===== src/rtl/fe_cfg_defs.svh =====
`ifndef FE_CFG_DEFS_SVH
`define FE_CFG_DEFS_SVH
// register bus byte offsets
`define ADDR_SHADOW_SEL 8'h00
`define ADDR_NIBBLE 8'h04
`define ADDR_DC_LO 8'h08
`define ADDR_DC_HI 8'h0c
`define ADDR_FE_CTRL 8'h10
`define ADDR_DECODE 8'h14
// shadow register addresses written into the select register
`define SHADOW_DC 4'h7
`define SHADOW_FE 4'ha
// nibbles per multiple write
`define DC_NIBBLES 9
`define FE_NIBBLES 4
// reset values
`define DC_RESET 36'h000000000
`define FE_RESET 16'h0000
// offset field positions
`define OFS_W 6
`define DIODE_A_LSB 0
`define DIODE_B_LSB 6
`define DIODE_C_LSB 12
`define DIODE_D_LSB 18
`define RADIAL_A_LSB 24
`define RADIAL_B_LSB 30
// front-end control field positions
`define GAIN_LSB 0
`define SLEW_LSB 4
`define EQ_LSB 8
`define HP_LSB 10
// tracking current end points in microamperes
`define SLEW_MIN_UA 8'h0a
`define SLEW_MAX_UA 8'hb4
`endif


===== src/rtl/fe_cfg_pkg.sv =====
package fe_cfg_pkg;
	// multiple-write loader states
	typedef enum logic [2:0] {
		ST_IDLE = 3'b001,
		ST_DC = 3'b010,
		ST_FE = 3'b100
	} load_state_e;
	// equaliser speed codes
	typedef enum logic [1:0] {
		EQ_1X = 2'b00,
		EQ_2X = 2'b01,
		EQ_4X = 2'b10,
		EQ_RSVD = 2'b11
	} eq_speed_e;
endpackage : fe_cfg_pkg


===== src/rtl/nibble_collect.sv =====
`timescale 1ns/100ps
`default_nettype none
module nibble_collect #(
	parameter int NIBBLES = 9,
	parameter int CW = $clog2(NIBBLES + 1)
) (
	input wire logic clock,
	input wire logic rst_n,
	input wire logic clear,
	input wire logic nib_valid,
	input wire logic [3:0] nib_data,
	output logic [NIBBLES*4-1:0] word,
	output logic [CW-1:0] count,
	output logic done
);
	localparam int W = NIBBLES * 4;
	generate
		if (NIBBLES < 2 || NIBBLES > 15 || CW < $clog2(NIBBLES)) begin : g_bad
			$error("nibble_collect: NIBBLES 2..15, CW wide enough to count");
		end
	endgenerate

	logic [W-1:0] acc_q, acc_d;
	logic [CW-1:0] cnt_q, cnt_d;
	logic done_q, done_d;

	// first nibble ends at the top, the last one in bits 3:0
	always_comb begin
		acc_d = acc_q;
		cnt_d = cnt_q;
		done_d = 1'b0;
		if (clear) begin
			cnt_d = '0;
		end else if (nib_valid) begin
			acc_d = {acc_q[W-5:0], nib_data};
			if (cnt_q == CW'(NIBBLES - 1)) begin
				cnt_d = '0;
				done_d = 1'b1;
			end else begin
				cnt_d = cnt_q + CW'(1);
			end
		end
	end

	always_ff @(posedge clock) begin
		if (!rst_n) begin
			acc_q <= '0;
			cnt_q <= '0;
			done_q <= 1'b0;
		end else begin
			acc_q <= acc_d;
			cnt_q <= cnt_d;
			done_q <= done_d;
		end
	end

	assign word = acc_q;
	assign count = cnt_q;
	assign done = done_q;
endmodule : nibble_collect
`default_nettype wire


===== src/rtl/frontend_offset_gain_config_regs.sv =====
`timescale 1ns/100ps
`default_nettype none
`include "fe_cfg_defs.svh"
module frontend_offset_gain_config_regs #(
	parameter int AW = 8
) (
	input wire logic clock,
	input wire logic rst_n,
	input wire logic [AW-1:0] addr,
	input wire logic [31:0] wdata,
	input wire logic wr,
	input wire logic rd,
	output logic [31:0] rdata,
	output logic [5:0] diode_a_offset,
	output logic [5:0] diode_b_offset,
	output logic [5:0] diode_c_offset,
	output logic [5:0] diode_d_offset,
	output logic [5:0] radial_a_offset,
	output logic [5:0] radial_b_offset,
	output logic [3:0] highfreq_gain_code,
	output logic [3:0] gain_level,
	output logic [10:0] gain_mv,
	output logic [3:0] slicer_slew_code,
	output logic [7:0] threshold_tracking_current,
	output logic [1:0] equaliser_speed_select,
	output logic [2:0] eq_speed_onehot,
	output logic eq_speed_reserved,
	output logic [5:0] highpass_cutoff_code,
	output logic [5:0] highpass_band_khz,
	output logic [2:0] highpass_trim_step,
	output logic highpass_trim_reserved
);
	generate
		if (AW < 5) begin : g_bad
			$error("frontend_offset_gain_config_regs: AW must be >= 5");
		end
	endgenerate

	localparam int DCW = `DC_NIBBLES * 4;
	localparam int FEW = `FE_NIBBLES * 4;

	// gain code to millivolt level
	function automatic logic [10:0] gain_mv_f(input logic [3:0] c);
		logic [10:0] v;
		v = 11'h000;
		unique case (c)
			4'h0, 4'h4: v = 11'h456;
			4'h1, 4'h5: v = 11'h3b8;
			4'h2, 4'h6: v = 11'h24c;
			4'h3, 4'h7: v = 11'h188;
			4'h8: v = 11'h12f;
			4'h9: v = 11'h0c8;
			4'ha: v = 11'h09d;
			4'hb: v = 11'h06b;
			4'hc: v = 11'h04f;
			4'hd: v = 11'h036;
			4'he: v = 11'h027;
			4'hf: v = 11'h01b;
		endcase
		return v;
	endfunction : gain_mv_f

	// slew code to tracking current in microamperes
	function automatic logic [7:0] slew_ua_f(input logic [3:0] c);
		logic [7:0] v;
		v = 8'h00;
		unique case (c)
			4'h0, 4'h1: v = `SLEW_MIN_UA;
			4'h2: v = 8'h14;
			4'h3: v = 8'h1e;
			4'h4: v = 8'h32;
			4'h5: v = 8'h3c;
			4'h6: v = 8'h46;
			4'h7: v = 8'h50;
			4'h8: v = 8'h64;
			4'h9: v = 8'h6e;
			4'ha: v = 8'h78;
			4'hb: v = 8'h82;
			4'hc: v = 8'h96;
			4'hd: v = 8'ha0;
			4'he: v = 8'haa;
			4'hf: v = `SLEW_MAX_UA;
		endcase
		return v;
	endfunction : slew_ua_f

	fe_cfg_pkg::load_state_e state_q, state_d;
	logic sel_wr, nib_wr, dc_valid, fe_valid;
	logic [DCW-1:0] dc_word;
	logic [FEW-1:0] fe_word;
	logic [3:0] dc_count, fe_count;
	logic dc_done, fe_done;

	assign sel_wr = wr && (addr == AW'(`ADDR_SHADOW_SEL));
	assign nib_wr = wr && (addr == AW'(`ADDR_NIBBLE));
	// nibbles outside a started multiple write are dropped
	assign dc_valid = nib_wr && (state_q == fe_cfg_pkg::ST_DC);
	assign fe_valid = nib_wr && (state_q == fe_cfg_pkg::ST_FE);

	// loader: a select write starts a fresh sequence, the last nibble ends it
	always_comb begin
		state_d = state_q;
		if (sel_wr) begin
			if (wdata[3:0] == `SHADOW_DC)
				state_d = fe_cfg_pkg::ST_DC;
			else if (wdata[3:0] == `SHADOW_FE)
				state_d = fe_cfg_pkg::ST_FE;
			else
				state_d = fe_cfg_pkg::ST_IDLE;
		end else begin
			unique case (state_q)
				fe_cfg_pkg::ST_IDLE: state_d = fe_cfg_pkg::ST_IDLE;
				fe_cfg_pkg::ST_DC: begin
					if (dc_valid && dc_count == 4'(`DC_NIBBLES - 1))
						state_d = fe_cfg_pkg::ST_IDLE;
				end
				fe_cfg_pkg::ST_FE: begin
					if (fe_valid && fe_count == 4'(`FE_NIBBLES - 1))
						state_d = fe_cfg_pkg::ST_IDLE;
				end
				default: state_d = fe_cfg_pkg::ST_IDLE;
			endcase
		end
	end

	always_ff @(posedge clock) begin
		if (!rst_n)
			state_q <= fe_cfg_pkg::ST_IDLE;
		else
			state_q <= state_d;
	end

	// radial b arrives first and lands in the top nibble
	nibble_collect #(.NIBBLES(`DC_NIBBLES), .CW(4)) u_dc_collect (
		.clock(clock),
		.rst_n(rst_n),
		.clear(sel_wr),
		.nib_valid(dc_valid),
		.nib_data(wdata[3:0]),
		.word(dc_word),
		.count(dc_count),
		.done(dc_done)
	);

	nibble_collect #(.NIBBLES(`FE_NIBBLES), .CW(4)) u_fe_collect (
		.clock(clock),
		.rst_n(rst_n),
		.clear(sel_wr),
		.nib_valid(fe_valid),
		.nib_data(wdata[3:0]),
		.word(fe_word),
		.count(fe_count),
		.done(fe_done)
	);

	// shadows change only on a complete load, never half-written
	logic [DCW-1:0] dc_q, dc_d;
	logic [FEW-1:0] fe_q, fe_d;
	always_comb begin
		dc_d = dc_done ? dc_word : dc_q;
		fe_d = fe_done ? fe_word : fe_q;
	end

	// decode from the next value so settings align with the shadow
	logic [3:0] gl_d, gl_q;
	logic [10:0] gmv_d, gmv_q;
	logic [7:0] cur_d, cur_q;
	logic [2:0] eqh_d, eqh_q;
	logic eqr_d, eqr_q;
	logic [5:0] band_d, band_q;
	logic [2:0] trim_d, trim_q;
	logic trr_d, trr_q;
	logic [3:0] g_c, s_c;
	logic [1:0] e_c;
	logic [5:0] h_c;
	always_comb begin
		g_c = fe_d[`GAIN_LSB +: 4];
		s_c = fe_d[`SLEW_LSB +: 4];
		e_c = fe_d[`EQ_LSB +: 2];
		h_c = fe_d[`HP_LSB +: 6];
		// bit 2 only counts once bit 3 is set
		if (g_c[3])
			gl_d = 4'h4 + {1'b0, g_c[2:0]};
		else
			gl_d = {2'b00, g_c[1:0]};
		gmv_d = gain_mv_f(g_c);
		cur_d = slew_ua_f(s_c);
		eqr_d = 1'b0;
		unique case (e_c)
			fe_cfg_pkg::EQ_1X: eqh_d = 3'b001;
			fe_cfg_pkg::EQ_2X: eqh_d = 3'b010;
			fe_cfg_pkg::EQ_4X: eqh_d = 3'b100;
			// reserved code keeps the equaliser at single speed
			fe_cfg_pkg::EQ_RSVD: begin
				eqh_d = 3'b001;
				eqr_d = 1'b1;
			end
		endcase
		unique case (h_c[1:0])
			2'b00: band_d = 6'h0a;
			2'b10: band_d = 6'h14;
			2'b01: band_d = 6'h1e;
			2'b11: band_d = 6'h28;
		endcase
		// step 0 is -37.5 percent, step 6 is +18 percent
		trim_d = {h_c[2], h_c[3], h_c[4]};
		trr_d = h_c[5] || (&h_c[4:2]);
	end

	always_ff @(posedge clock) begin
		if (!rst_n) begin
			dc_q <= `DC_RESET;
			fe_q <= `FE_RESET;
			gl_q <= 4'h0;
			gmv_q <= 11'h456;
			cur_q <= `SLEW_MIN_UA;
			eqh_q <= 3'b001;
			eqr_q <= 1'b0;
			band_q <= 6'h0a;
			trim_q <= 3'h0;
			trr_q <= 1'b0;
		end else begin
			dc_q <= dc_d;
			fe_q <= fe_d;
			gl_q <= gl_d;
			gmv_q <= gmv_d;
			cur_q <= cur_d;
			eqh_q <= eqh_d;
			eqr_q <= eqr_d;
			band_q <= band_d;
			trim_q <= trim_d;
			trr_q <= trr_d;
		end
	end

	// field slices of the shadows
	assign diode_a_offset = dc_q[`DIODE_A_LSB +: `OFS_W];
	assign diode_b_offset = dc_q[`DIODE_B_LSB +: `OFS_W];
	assign diode_c_offset = dc_q[`DIODE_C_LSB +: `OFS_W];
	assign diode_d_offset = dc_q[`DIODE_D_LSB +: `OFS_W];
	assign radial_a_offset = dc_q[`RADIAL_A_LSB +: `OFS_W];
	assign radial_b_offset = dc_q[`RADIAL_B_LSB +: `OFS_W];
	assign highfreq_gain_code = fe_q[`GAIN_LSB +: 4];
	assign slicer_slew_code = fe_q[`SLEW_LSB +: 4];
	assign equaliser_speed_select = fe_q[`EQ_LSB +: 2];
	assign highpass_cutoff_code = fe_q[`HP_LSB +: 6];
	assign gain_level = gl_q;
	assign gain_mv = gmv_q;
	assign threshold_tracking_current = cur_q;
	assign eq_speed_onehot = eqh_q;
	assign eq_speed_reserved = eqr_q;
	assign highpass_band_khz = band_q;
	assign highpass_trim_step = trim_q;
	assign highpass_trim_reserved = trr_q;

	// read mux; unmapped offsets and writes-only cycles return zero
	logic [31:0] rdata_q, rdata_d;
	logic [3:0] act_count;
	always_comb begin
		act_count = (state_q == fe_cfg_pkg::ST_FE) ? fe_count : dc_count;
		rdata_d = 32'h00000000;
		if (rd) begin
			unique case (addr)
				AW'(`ADDR_SHADOW_SEL):
					rdata_d = {20'h00000, act_count, 5'h00, state_q};
				AW'(`ADDR_DC_LO): rdata_d = dc_q[31:0];
				AW'(`ADDR_DC_HI): rdata_d = {28'h0000000, dc_q[35:32]};
				AW'(`ADDR_FE_CTRL): rdata_d = {16'h0000, fe_q};
				AW'(`ADDR_DECODE):
					rdata_d = {2'b00, trr_q, trim_q, band_q, eqr_q,
						eqh_q, cur_q, 4'h0, gl_q};
				default: rdata_d = 32'h00000000;
			endcase
		end
	end

	always_ff @(posedge clock) begin
		if (!rst_n)
			rdata_q <= 32'h00000000;
		else
			rdata_q <= rdata_d;
	end
	assign rdata = rdata_q;
endmodule : frontend_offset_gain_config_regs
`default_nettype wire


===== config.mk =====
export PLATFORM = sky130hd
export DESIGN_NAME = frontend_offset_gain_config_regs
export DESIGN_NICKNAME = d
export VERILOG_FILES = /design/src/rtl/fe_cfg_pkg.sv /design/src/rtl/nibble_collect.sv /design/src/rtl/frontend_offset_gain_config_regs.sv
export VERILOG_INCLUDE_DIRS = /design/src /design/src/rtl
export SDC_FILE = /design/constraint.sdc
export NUM_CORES = 1
export LEC_CHECK = 0
export BUFFER_PORTS_ARGS = -buffer_cell sky130_fd_sc_hd__buf_4
export CAP_MARGIN = 20
export CORE_ASPECT_RATIO = 1.4
export CORE_MARGIN = 2
export CORE_UTILIZATION = 57
export DETAILED_ROUTE_END_ITERATION = 8
export PLACE_DENSITY = 0.84
export SLEW_MARGIN = 20
export SYNTH_ARGS = -nofsm -noshare
export SYNTH_HDL_FRONTEND = slang
export SYNTH_SLANG_ARGS = --single-unit

===== constraint.sdc =====
create_clock -name clock -period 4.9 [get_ports clock]
set_input_delay 0.49 -clock clock [delete_from_list [all_inputs] [get_ports clock]]
set_output_delay 0.49 -clock clock [all_outputs]
set_load 0.005 [all_outputs]

=== Word level (Yosys, flattened, before mapping) ===
Memory sizes are Yosys's and may differ from the RTL's. A register that Yosys moved wholly into a read port is not among the register bits.
Cells that the tools add are included.

* Register bits after elaboration: 175
* Memory bits (read-only): 288
* Input port bits: 44
* Output and inout bits: 121
* Word-level logic and storage cells: 85
* Memories: 2

{| class="wikitable"
|+ Memories
! memory !! depth !! bits a word !! rd ports !! clocked after Yosys merged registers in !! wr ports !! RTL line !! text
|-
| (name not given) || 16 || 11 || 1 || 1 || 0 || frontend_offset_gain_config_regs.sv:46 || <nowiki>unique case (c)</nowiki>
|-
| (name not given) || 16 || 7 || 1 || 1 || 0 || frontend_offset_gain_config_regs.sv:67 || <nowiki>unique case (c)</nowiki>
|}

* Add/subtract/negate cells: 3
* Equality and inequality tests: 19
* Mux-type cells: 17
* Bitwise logic cells: 4
* Reduce and logical (&&, ||, !) cells: 22

{| class="wikitable"
|+ Operators by type and width
! kind !! count
|-
| case mux 32 bit (5 select lines) || 1
|-
| case mux 6 bit (4 select lines) || 1
|-
| equality test 8 x 4 -> 1 bit (second input constant) || 2
|-
| equality test 8 x 5 -> 1 bit (second input constant) || 2
|-
| 2-to-1 mux 16 bit || 1
|-
| 2-to-1 mux 3 bit || 5
|-
| 2-to-1 mux 4 bit || 3
|-
| AND reduction 2 bit || 5
|-
| case mux 3 bit (3 select lines) || 1
|-
| adder 4 x 1 -> 4 bit (second input constant) || 2
|-
| equality test 2 bit (second input constant) || 4
|-
| equality test 4 bit (second input constant) || 2
|-
| equality test 8 x 3 -> 1 bit (second input constant) || 1
|-
| zero test 8 bit || 1
|-
| logical AND 1 bit || 6
|-
| case mux 3 bit (2 select lines) || 1
|-
| OR reduction 3 bit || 2
|-
| adder 3 x 3 -> 4 bit (first input constant) || 1
|-
| equality test 2 x 1 -> 1 bit (second input constant) || 2
|-
| equality test 4 x 2 -> 1 bit (second input constant) || 1
|-
| equality test 4 x 3 -> 1 bit (second input constant) || 1
|-
| zero test 2 bit || 2
|-
| NOT 1 bit || 4
|-
| OR reduction 2 bit || 2
|-
| other kinds (9) || 12
|}

=== Logic depth before layout (Yosys ltp) ===
* Depth in word-level cells: 7
* Gate-level depth with buffers: 8

=== Modules after synthesis ===
Synthesis repeated with hierarchy kept, for this count alone.

* Cells, all modules: 754
* Area total of the unflattened synthesis: 7,365.8 µm²

{| class="wikitable"
|+ Modules (own cells, without submodules)
! module !! times used !! cells an instance !! area each (µm²) !! sequential area each (µm²)
|-
| frontend_offset_gain_config_regs || 1 || 480 || 4,883.4 || 2,322.2
|-
| nibble_collect at u_dc_collect || 1 || 182 || 1,595.3 || 820.8
|-
| nibble_collect at u_fe_collect || 1 || 92 || 887.1 || 420.4
|}

=== Worst setup path after synthesis ===
No wires, ideal clock.

* Path type: flip-flop to flip-flop
* Start: register u_fe_collect.done_q, in the netlist u_fe_collect.done
* End: register gmv_q[2], in the netlist gain_mv[2]
* Arrival time: 2.457 ns
* Slack: 2.309 ns
* Stages on the path, launching flop included: 9
* Buffers on the path: 2
* Period minus slack after synthesis: 2.591 ns
* Cells stage by stage: dfxtp_1 clkbuf_1 buf_1 mux2i_1 inv_1 ha_1 or3_1 a21oi_1 o21ai_0

* Cells in the longest elaborated chain, start to end: 1

{| class="wikitable"
|+ Ends and longest elaborated chain
! element !! RTL line !! text
|-
| from (decl) || nibble_collect.sv:25 || <nowiki>logic done_q, done_d;</nowiki>
|-
| from (signal assigned) || nibble_collect.sv:53 || <nowiki>done_q <= done_d;</nowiki>
|-
| 2-to-1 mux 16 bit || frontend_offset_gain_config_regs.sv:161 || <nowiki>fe_d = fe_done ? fe_word : fe_q;</nowiki>
|-
| named net fe_d[1] || frontend_offset_gain_config_regs.sv:158 || <nowiki>logic [FEW-1:0] fe_q, fe_d;</nowiki>
|-
| to (decl) || frontend_offset_gain_config_regs.sv:166 || <nowiki>logic [10:0] gmv_d, gmv_q;</nowiki>
|}

The timed path passes the listed nets, and every way through them passes these cells.
A chain may end at the register's enable or synchronous reset.

=== Worst setup path after layout ===
* Start: register u_fe_collect.done_q, in the netlist u_fe_collect.done
* End: register cur_q[3], in the netlist threshold_tracking_current[3]

* Cells in the longest elaborated chain, start to end: 1

{| class="wikitable"
|+ Ends and longest elaborated chain
! element !! RTL line !! text
|-
| 2-to-1 mux 16 bit || frontend_offset_gain_config_regs.sv:161 ||
|-
| named net fe_d[5] || frontend_offset_gain_config_regs.sv:158 ||
|-
| to (decl) || frontend_offset_gain_config_regs.sv:167 || <nowiki>logic [7:0] cur_d, cur_q;</nowiki>
|}

The timed path passes the listed nets, and every way through them passes these cells.

==> results.ini <==
[pwr]
ir_drop_v=0.000300
p_leak_uw=0.00342
powerDensity_nw_per_um2=328

[synth]
yosys.area.top_type=dfxtp_1
yosysMostFrequentCell=dfxtp_1
ys.flop_type=dfxtp_1
ys_ff_latch=178
ys_warn_count=0
netlist_instances=762
yosysUniqueCellTypes=54
synth-async-reset-ratio_pct=0
synth_top_area_share_pct=51.0
synth_edf_count=0
avgSynthCellArea_sq_um=9.17
syn_area_sq_um=6990
synthTopCellsByArea=dfxtp_1, mux2i_1, nand2_1, a21oi_1, nor2_1
ys_seq_area_share_pct=51.0
yosys-top-cells-count=dfxtp_1, nand2_1, nor2_1, a21oi_1, mux2i_1

[placement]
dp_cells=996
place_congestion=0.938
io_buffer_count=134
dp_hpwl_microns=13600

[floorplanning]
die_x_microns=97.6
rows=47
fp.dieH_microns=135
coreArea_sq_um=11900
die_area_sq_um=13200
ios=165
initial_core_util_pct=58.8

[min_path]
hp-start=wdata[2]
hold_class=in2reg
hold-path-endpoint=u_fe_collect.word[2]
min_path_cells=3

[worst_setup_path]
critPathTopFamily=multiplexers
critPathKind=reg2reg
rrSetupSlack_ps=2020
worst_setup_path_start_kind=register
cp.arrival_ps=3190
worstPathCellList=mux2i_1, inv_1, ha_1, mux4_2, nand2b_1
rr_worst_depth=5
cp_slowest_cell=dfxtp_1
cp.required_ps=5210
r2r-start=u_fe_collect.done
path_buf_inv=1
crit_cells=5
r2r-end=threshold_tracking_current[3]
crit_fanout=20
critPathCaptureType=register
max_stage_delay_ps=1020

[layout]
multi_input_area_sq_um=3140
antenna_cells=0
final_layout_size_suffix_gt1_share_pct=22.8
regArea_sq_um=3570
nFillCells=868
layout.cells.non_filler=1028
num-nets-final=932
areaGrowthSynthToFinish_pct=22.6

[timing]
timing.final.crit_share_pct=58.7
slew_headroom_pct=28.7
tightest_slew_ps=1070
hold_viol=0
tns_ps=0
clock.fmax_ghz=0.348
finalSetupViolations=0
skew_ps=8.13
rsz0062_at_grt=false
period_needed_ps=2880
report.final.slew_viol_count=0

[clock_tree]
cts_tree=built
clkTransAtPathRegs_ps=60
clk_latency_ps=430
cts.sink_count=178
cts-root-buf=clkbuf_16
cts_hold_buf=0
cts_setup_buffers=0
htreeDepth=4
cts-resized-gates=0
max-clock-path-buffers=2
cts_buffers=17

[global_route]
grt_max_degree=44
grt_overflow=0
grt_pass1_wl_microns=30200
antenna_found_initial=0
grtUsageTotal_pct=29.2
grt_pass1_vias=5818

[detailed_routing]
ant_nets=0
first_pass_iters=5
totalWireLength_microns=19200
via_per_inst=5.86
vias=6027
drtIter0Drc=416
wire_per_inst_microns=18.7
drc=0

[run_status]
status=finished clean

[flow_run]
cap_violations=0

[power breakdown]
group / switching, uW / internal, uW / leakage (uW)
logic: 41.0 / 17.1 / 0.00171
clock network: 584 / 723 / 0.000278
registers: 0.00554 / 1450 / 0.00143
total: 625 / 2190 / 0.00342
[tightest hold or removal path, delay by kind of cell]
| family | cells | cell delay (ps) |
|---|---|---|
| compound gates | 1 | 50 |
| simple gates | 1 | 50 |
| buf+inv | 1 | 130 |
[cell usage in the layout, fill, tap and decap left out, types with 6 or more instances in the layout]
master and count:
and3_1 6, a22oi_1 21, and2_1 6, dfxtp_1 177
nand3_1 9, clkbuf_16 17, a21oi_1 76, nand2_1 129
inv_1 14, ha_1 20, mux2i_1 58, mux2_2 15
o21ai_0 7, nor2_1 94, buf_4 140
[final cells by class]
type / count / area share [%]
Sequential cell: 178 / 41.6
Inverter: 15 / 0.657
Clock inverter: 13 / 1.48
Timing Repair Buffer: 140 / 12.3
Tap cell: 147 / 2.15
Clock buffer: 19 / 5.17
Multi-Input combinational cell: 516 / 36.6
[per-stage QoR]
| step | power, uW | worst slack (ps) | util [%] | area, sq um | hold WS [ps] |
|---|---|---|---|---|---|
| floorplan | 1510 | 2310 | - | 6990 | 432 |
| global placement | 1530 | 2150 | 67.2 | 7990 | 439 |
| detailed placement | 1540 | 2050 | 67.3 | 7990 | 445 |
| CTS | 2820 | 2040 | 72.1 | 8560 | 341 |
| global route | 2890 | 1890 | 72.1 | 8570 | 356 |
| finish | 2810 | 2020 | 72.1 | 8570 | 353 |
[routing by layer]
layer  global-route usage [%]  up-vias  routed length [microns]
met5                        0        -                        0
met4                     13.3        0                      714
met3                     5.85       51                     1240
met2                     53.3      295                    10300
met1                     32.6     2898                     7010
li1                         -     2783                        -
[cell families after synthesis]
group                      after synthesis  share of synthesized area [%]
adders and majority gates               20                           3.58
buffers and inverters                   69                           4.33
muxes                                   74                           11.1
xor gates and xnor gates                 2                          0.251
AOI/OAI and AO/OA                      134                           11.6
and+or+nand+nor                        284                           18.1
DFF                                    178                           51.0
other                                    1                         0.0537
[state kept, by name, summed over array words and instances, names as in the netlist, 2 cells and up]
name                        count
dc_q                           36
u_dc_collect.word              36
rdata                          32
fe_q                           16
u_fe_collect.word              16
gain_mv                        11
threshold_tracking_current      7
highpass_band_khz               4
u_dc_collect.count              4
u_fe_collect.count              4
eq_speed_onehot                 3
state_q                         3
gain_level                      2
[how the worst max path moves through the flow]
stage	start	end
after floorplan	u_fe_collect.done	gain_mv[2]
after global placement	addr[5]	rdata[2]
after detailed placement	u_fe_collect.done	threshold_tracking_current[3]
after CTS	u_fe_collect.done	threshold_tracking_current[3]
after global routing	u_fe_collect.done	threshold_tracking_current[3]
final	u_fe_collect.done	threshold_tracking_current[3]
Note: power is estimated with default switching activity, not from simulation.
